### src/gmc_pkg.sv
// Package for the pin mode and converter override block.
// Assumes one system clock and an active-low asynchronous reset.
package gmc_pkg;
  localparam int GMC_PINS = 3;
  // Pin indices
  localparam int GMC_P1 = 0;
  localparam int GMC_P2 = 1;
  localparam int GMC_P3 = 2;
  // Values after reset
  localparam logic [2:0] GMC_SYNC_RST  = 3'h7;  // Pins idle high
  localparam logic       GMC_IRQ_RST_N = 1'h1;
  localparam logic       GMC_OE_RST    = 1'h0;
  // Interrupt latch states
  typedef enum logic [1:0] {
    GMC_IRQ_IDLE  = 2'b00,
    GMC_IRQ_SET   = 2'b01,
    GMC_IRQ_ARMED = 2'b10
  } gmc_irq_e;
endpackage

### src/gmc_gpio_override.sv
// Mode selection and converter override for three open-drain pins.
// Assumes configuration bits come straight from a register file and
// pin inputs may be asynchronous to clk_sys and pass two sync stages here.
`timescale 1ns/100ps
module gmc_gpio_override
  import gmc_pkg::*;
(
  // Clock, reset, enable
  input  wire logic       clk_sys,
  input  wire logic       resetn,
  input  wire logic       clk_en,
  // Pins (open drain)
  input  wire logic [2:0] pin_in,
  output logic      [2:0] pin_out,
  output logic      [2:0] pin_oe,
  // Pin one and two configuration
  input  wire logic       pin_one_direction,
  input  wire logic       pin_one_out_level,
  input  wire logic       pin_one_irq_enable,
  input  wire logic       pin_one_level_select,
  input  wire logic       pin_one_buck_one_ctrl,
  input  wire logic       pin_one_standby_ctrl,
  input  wire logic       pin_two_direction,
  input  wire logic       pin_two_out_level,
  input  wire logic       pin_two_irq_enable,
  input  wire logic       pin_two_level_select,
  input  wire logic       pin_two_buck_two_ctrl,
  // Pin three configuration
  input  wire logic       pin_three_direction,
  input  wire logic       pin_three_out_level,
  input  wire logic       conv_trigger_enable,
  input  wire logic       conv_trigger_edge_select,
  // Host commands and system events
  input  wire logic       host_buck_one_on,
  input  wire logic       host_buck_two_on,
  input  wire logic       host_standby,
  input  wire logic       host_read,
  input  wire logic       undervoltage_lockout,
  // Results
  output logic            buck_one_on,
  output logic            buck_two_on,
  output logic            buck_standby,
  output logic            conv_start,
  output logic            irq_n
);

  // All state lives in one packed struct so that a single register
  // process owns every flip-flop; clk_en then freezes the whole block
  // at once and no field can slip out of step with the others.
  typedef struct packed {
    logic [2:0] sync1;
    logic [2:0] sync2;
    logic [2:0] prev;
    gmc_irq_e   irq1;
    gmc_irq_e   irq2;
    logic [2:0] out;
    logic [2:0] oe;
    logic       b1;
    logic       b2;
    logic       sby;
    logic       conv;
    logic       irq_n;
  } gmc_state_s;

  // Decode helpers below are plain combinational nets, not state
  gmc_state_s st_r;
  gmc_state_s st_nxt;
  logic [2:0] rise;
  logic [2:0] fall;
  logic [2:0] dir;
  logic [2:0] lvl;
  logic       ev1;
  logic       ev2;
  logic       en1;
  logic       en2;
  logic       gp_b1;
  logic       gp_b2;
  logic       gp_sby;

  // Direction and level bits gathered per pin, bit 0 being pin one,
  // so the open-drain enables can be formed as one vector
  assign dir = {pin_three_direction, pin_two_direction, pin_one_direction};
  assign lvl = {pin_three_out_level, pin_two_out_level, pin_one_out_level};

  // edge compare, per pin
  // Edge seen in the same clock that the second stage takes the new level
  genvar g;
  generate
    for (g = 0; g < GMC_PINS; g++) begin : g_edge
      assign rise[g] = st_r.sync2[g] & ~st_r.prev[g];
      assign fall[g] = ~st_r.sync2[g] & st_r.prev[g];
    end
  endgenerate

  // Interrupt latch step: set on first edge, arm on second, clear on read
  // The latch only leaves the idle state on a qualifying edge. A read
  // that arrives while the latch holds only the first edge is ignored,
  // so a host that reads too early sees the line stay low; it must
  // wait for the second edge and read again.
  // A read in the same cycle as a fresh edge is ignored too, so the
  // edge is never lost behind the read.
  function automatic gmc_irq_e irq_step(gmc_irq_e cur, logic en,
                                        logic ev, logic clr,
                                        logic rd);
    gmc_irq_e n;
    n = cur;
    if (clr || !en) begin
      n = GMC_IRQ_IDLE;
    end else begin
      case (cur)
        GMC_IRQ_IDLE:  n = ev ? GMC_IRQ_SET : GMC_IRQ_IDLE;
        GMC_IRQ_SET:   n = ev ? GMC_IRQ_ARMED : GMC_IRQ_SET;
        GMC_IRQ_ARMED: n = (rd && !ev) ? GMC_IRQ_IDLE
                                              : GMC_IRQ_ARMED;
        default:       n = GMC_IRQ_IDLE;
      endcase
    end
    return n;
  endfunction

  // Mode decode and next state
  always_comb begin
    st_nxt = st_r;
    st_nxt.sync1 = pin_in;
    st_nxt.sync2 = st_r.sync1;
    st_nxt.prev  = st_r.sync2;
    // pin one edge; level select one picks falling
    en1 = !pin_one_direction && pin_one_irq_enable &&
          !pin_one_buck_one_ctrl && !pin_one_standby_ctrl;
    ev1 = en1 && (pin_one_level_select ? fall[GMC_P1] : rise[GMC_P1]);
    // pin two edge, same polarity convention
    en2 = !pin_two_direction && pin_two_irq_enable && !pin_two_buck_two_ctrl;
    ev2 = en2 && (pin_two_level_select ? fall[GMC_P2] : rise[GMC_P2]);
    st_nxt.irq1 = irq_step(st_r.irq1, en1, ev1, undervoltage_lockout,
                           host_read);
    st_nxt.irq2 = irq_step(st_r.irq2, en2, ev2, undervoltage_lockout,
                           host_read);
    // Line low while either latch holds a request
    st_nxt.irq_n = (st_nxt.irq1 == GMC_IRQ_IDLE) &&
                   (st_nxt.irq2 == GMC_IRQ_IDLE);
    // When a pin is not in its converter mode its command is neutral:
    // enable for on/off, so the host alone decides, and not-standby for
    // standby, which keeps standby off. Mixed settings that break the one-function rule fall
    // back to this neutral command rather than to a guess.
    // pin one drives converter one by level
    gp_b1 = 1'b1;
    if (!pin_one_direction && !pin_one_irq_enable &&
        pin_one_buck_one_ctrl && !pin_one_standby_ctrl) begin
      gp_b1 = (st_r.sync2[GMC_P1] == pin_one_level_select);
    end
    // pin two drives converter two by level
    gp_b2 = 1'b1;
    if (!pin_two_direction && !pin_two_irq_enable &&
        pin_two_buck_two_ctrl) begin
      gp_b2 = (st_r.sync2[GMC_P2] == pin_two_level_select);
    end
    gp_sby = 1'b0;
    if (!pin_one_direction && !pin_one_irq_enable &&
        !pin_one_buck_one_ctrl && pin_one_standby_ctrl) begin
      gp_sby = (st_r.sync2[GMC_P1] == pin_one_level_select);
    end
    st_nxt.b1 = host_buck_one_on && gp_b1;
    st_nxt.b2 = host_buck_two_on && gp_b2;
    st_nxt.sby = host_standby && gp_sby;
    // conversion trigger; edge select one picks rising
    st_nxt.conv = !pin_three_direction && conv_trigger_enable &&
                  (conv_trigger_edge_select ? rise[GMC_P3] : fall[GMC_P3]);
    // The pads are open drain: the data bit is always zero and only
    // the enable moves, so the line can never be driven high.
    // open drain: enable pulls low when level bit is zero
    st_nxt.out = 3'h0;
    st_nxt.oe  = dir & ~lvl;
  end

  // Synchroniser stages reset to one because the pins idle high on
  // their pull-ups; a pin held low through reset therefore shows a
  // falling edge a few clocks after release, which a user in
  // falling-edge mode will see as a real event.
  // State register; clock enable freezes everything
  always_ff @(posedge clk_sys or negedge resetn) begin
    if (!resetn) begin
      st_r       <= '0;
      st_r.sync1 <= GMC_SYNC_RST;
      st_r.sync2 <= GMC_SYNC_RST;
      st_r.prev  <= GMC_SYNC_RST;
      st_r.irq_n <= GMC_IRQ_RST_N;
      st_r.oe    <= {GMC_PINS{GMC_OE_RST}};
    end else if (clk_en) begin
      st_r <= st_nxt;
    end
  end

  // Every result leaves straight from the state register. Latency from
  // a pin change to conv_start, irq_n or the converter commands is three
  // clocks, counting the two sampling stages.
  assign pin_out      = st_r.out;
  assign pin_oe       = st_r.oe;
  assign buck_one_on  = st_r.b1;
  assign buck_two_on  = st_r.b2;
  assign buck_standby = st_r.sby;
  assign conv_start   = st_r.conv;
  assign irq_n        = st_r.irq_n;

endmodule

### config.mk
export PLATFORM = sky130hd
export DESIGN_NAME = gmc_gpio_override
export DESIGN_NICKNAME = d
export VERILOG_FILES = /design/src/gmc_pkg.sv /design/src/gmc_gpio_override.sv
export SDC_FILE = /design/constraint.sdc
export NUM_CORES = 1
export LEC_CHECK = 0
export ABC_AREA = 1
export ABC_CLOCK_PERIOD_IN_PS = 1620
export BUFFER_PORTS_ARGS = -buffer_cell sky130_fd_sc_hd__buf_2
export CAP_MARGIN = 20
export CELL_PAD_IN_SITES_DETAIL_PLACEMENT = 0
export CELL_PAD_IN_SITES_GLOBAL_PLACEMENT = 2
export CORE_MARGIN = 2
export CORE_UTILIZATION = 27
export DETAILED_ROUTE_END_ITERATION = 7
export PLACE_DENSITY_LB_ADDON = 0.1
export SLEW_MARGIN = 15
export SYNTH_ARGS = -nofsm -noshare
export SYNTH_HDL_FRONTEND = slang
export SYNTH_SLANG_ARGS = --single-unit
### constraint.sdc
create_clock -name clk_sys -period 1.62 [get_ports clk_sys]
set_input_delay 0.243 -clock clk_sys [delete_from_list [all_inputs] [get_ports clk_sys]]
set_output_delay 0.243 -clock clk_sys [all_outputs]
set_load 0.1 [all_outputs]
==> results.md <==
* FF+latch area at 538 um2
* Clk slew on worst S/H paths at 0.08 ns
* Hold Fails Final Rpt at 0
* Net Sw Power at 470 uW
* TritonCTS buffer count at 3
* Effective utilization at floorplan at 27.9%
* Wire per inst at 11.1 um
* Pwr dens at 901 nW/um2
* Buffers & Inverters on Critical Path at 1
* Post-CTS Resized at 0
* Number of remaining DRC errors at 0
* Worst setup SP type: register
* Hold Slack at 0.159 ns
* Vias in the first global route at 1072
* Max Fclk at 686 MHz
* WP depth at 1
* Gpl congestion at 0.807
* Sequential share of the synthesized area at 44.3%
* Die W at 71.0 um
* Crit path largest cell delay at 0.54 ns
* Clock root cell: clkbuf_8
* Die Height at 71.0 um
* Max Slew Vio Count at 0
* Leakage power at 0.000753 uW
* Synthesized instance count at 163
* CP Cell Sequence: buf_2
* Setup TNS at 0 ns
* Hold path depth at 2
* Skew-Pair Late Insertion Delay at 0.26 ns
* Pint at 844 uW
* Filler cells at 479
* CTS tree: built
* Synth cell count leaders: 54 x nand2_1, 18 x inv_1, 11 x dfrtp_1, 11 x o21ai_0, 10 x dfstp_2
* Die footprint at 5050 um2
* Iteration-0 DRC count of the detailed router at 46
* YS warnings at 0
* Leading post-synthesis cells by cell area: dfrtp_1 23%, dfstp_2 22%, nand2_1 17%, inv_1 5.6%, o21ai_0 4.5%
* RSZ-0062 raised after global routing: no
* First-pass GRT wire length at 4.73 mm
* Final wirelength at 2.74 mm
* Core Area at 4350 um2
* Logic pwr share at 26.2%
* Top delay family on crit path: flip-flops
* Clock buffer depth at 2
* DR vias/cell at 4.36
* Area Overhead vs Synth at 20.2%
* Count leader, synth: nand2_1
* Fraction of layout cells with a size suffix above 1 at 35.9%
* Main synth FF type: dfrtp_1
* Worst VDD drop at 554 uV
* GR Overflow Total at 0
* Crit Path Max Fanout at 2
* Leading area contributor after synthesis: dfrtp_1
* Distinct cells, synth at 27
* Synth top area share at 22.7%
* Critical path type: register to output port
* Top Ports at 37
* Clk pwr share at 26.9%
* Largest net degree at the start of global routing at 22
* Fraction of registers with async set/reset at 100%
* Hold Crit Class: input port to register
* Switch share at 35.8%
* Mapped Avg Cell Area at 7.45 um2
* Final worst path period share at 90.0%
* Number of vias in the routed layout at 1076
* Clock sink count at 21
* Initial antenna violation count at 0
* Ant. Diodes at 0
* Fin crit period at 1.46 ns
* Sequential share of power at 46.9%
* Num rows at 24
* Drt pass-1 iters at 4
* CP arrival at 1.21 ns
* Max H-tree Level at 1
* Post-synth EDFFs at 0
* HPWL after DPL at 2.12 mm
* Tot GR Track Use at 11.7%
* Netlist Area Pre-Place at 1210 um2
* Worst path slowest cell: dfstp_2
* Max-Cap Viols at 0
* Status: complete, no violations
* Multi-input logic area at 534 um2
* ANT nets after route at 0
* CP required at 1.38 ns
* Nets at 222
* Buffers on Ports at 33
* Final setup fails at 0
* Yosys reg bits at 21
* Setup Skew at 0.000830 ns
* R2R cell count at 10
* Crit. End Element: output port
## cells by family (layout without fill, tap and decap cells)
group / after synthesis / in the layout / share of synthesized area, %
simple gates: 83 / 83 / 30.6
buf+inv: 33 / 63 / 12.3
compound gates: 25 / 25 / 12.5
flops: 21 / 21 / 44.3
other cells: 1 / 3 / 0.309
## final cells by class
| cell class | instances | area share [%] |
|---|---|---|
| well taps | 52 | 4.46 |
| flip-flops and latches | 21 | 36.9 |
| repair buffers | 35 | 12.5 |
| clock inverters | 1 | 0.515 |
| inverters | 24 | 6.17 |
| multi-input cells | 111 | 36.6 |
| clock buffers | 3 | 2.83 |
## power groups by stage
stage / Combinational (uW) / Clock (uW) / Sequential, uW
floorplan: 207 / 0 / 684
global placement: 345 / 0 / 625
detailed placement: 347 / 0 / 626
CTS: 350 / 376 / 617
global route: 379 / 399 / 624
finish: 345 / 354 / 616
## layout by cell type (no fill, tap or decap), drive strengths merged, types with 4 or more instances in the layout
cell   Yosys  layout
inv       24      24
dfrtp     11      11
a21oi      4       4
nand2     60      60
o21ai     14      14
nand3      7       7
buf        8      34
nor2      13      13
dfstp     10      10
## through the flow
| stage | setup WS, ns | cell area, um2 | instances | power (uW) | utilization (%) |
|---|---|---|---|---|---|
| floorplan | 0.421 | 1220 | 165 | 892 | - |
| global placement | 0.393 | 1400 | 242 | 971 | 32.2 |
| detailed placement | 0.396 | 1400 | 242 | 973 | 32.2 |
| CTS | 0.151 | 1460 | 247 | 1340 | 33.5 |
| global route | 0.135 | 1460 | 247 | 1400 | 33.5 |
| finish | 0.162 | 1460 | 247 | 1310 | 33.5 |
## layer usage
metal  vias to the layer above  part of all wire [%]  GRT usage [%]
met2                        23                    49           20.7
met4                         0                  0.51           1.26
met3                         2                   5.1           3.85
met1                       487                    45           14.3
met5                         -                     0              0
li1                        564                     -              -
## repair_timing
action | in CTS | in global routing
hold buffers | 1 | 0
endpoints found under the hold margin | 11 | 0
setup buffers | 0 | 0
setup endpoints to repair | 0 | 0
## state kept, by name (all words and copies together), names as in the netlist
signal / count
st_r: 7
st_nxt: 6
pin_oe: 3
buck_one_on: 1
buck_standby: 1
buck_two_on: 1
conv_start: 1
irq_n: 1
## worst paths after layout
check / start / end / slack, ns
setup reg to reg: st_nxt[15] / irq_n / 0.38
hold reg to reg: st_nxt[19] / st_nxt[19] / 0.46
min in group asynchronous: resetn / buck_standby / 0.47
setup / recovery: irq_n / irq_n / 0.16
max in group asynchronous: resetn / st_nxt[16] / 0.80
hold / removal: pin_one_out_level / pin_oe[0] / 0.16
(Power assumes the default switching activity.)
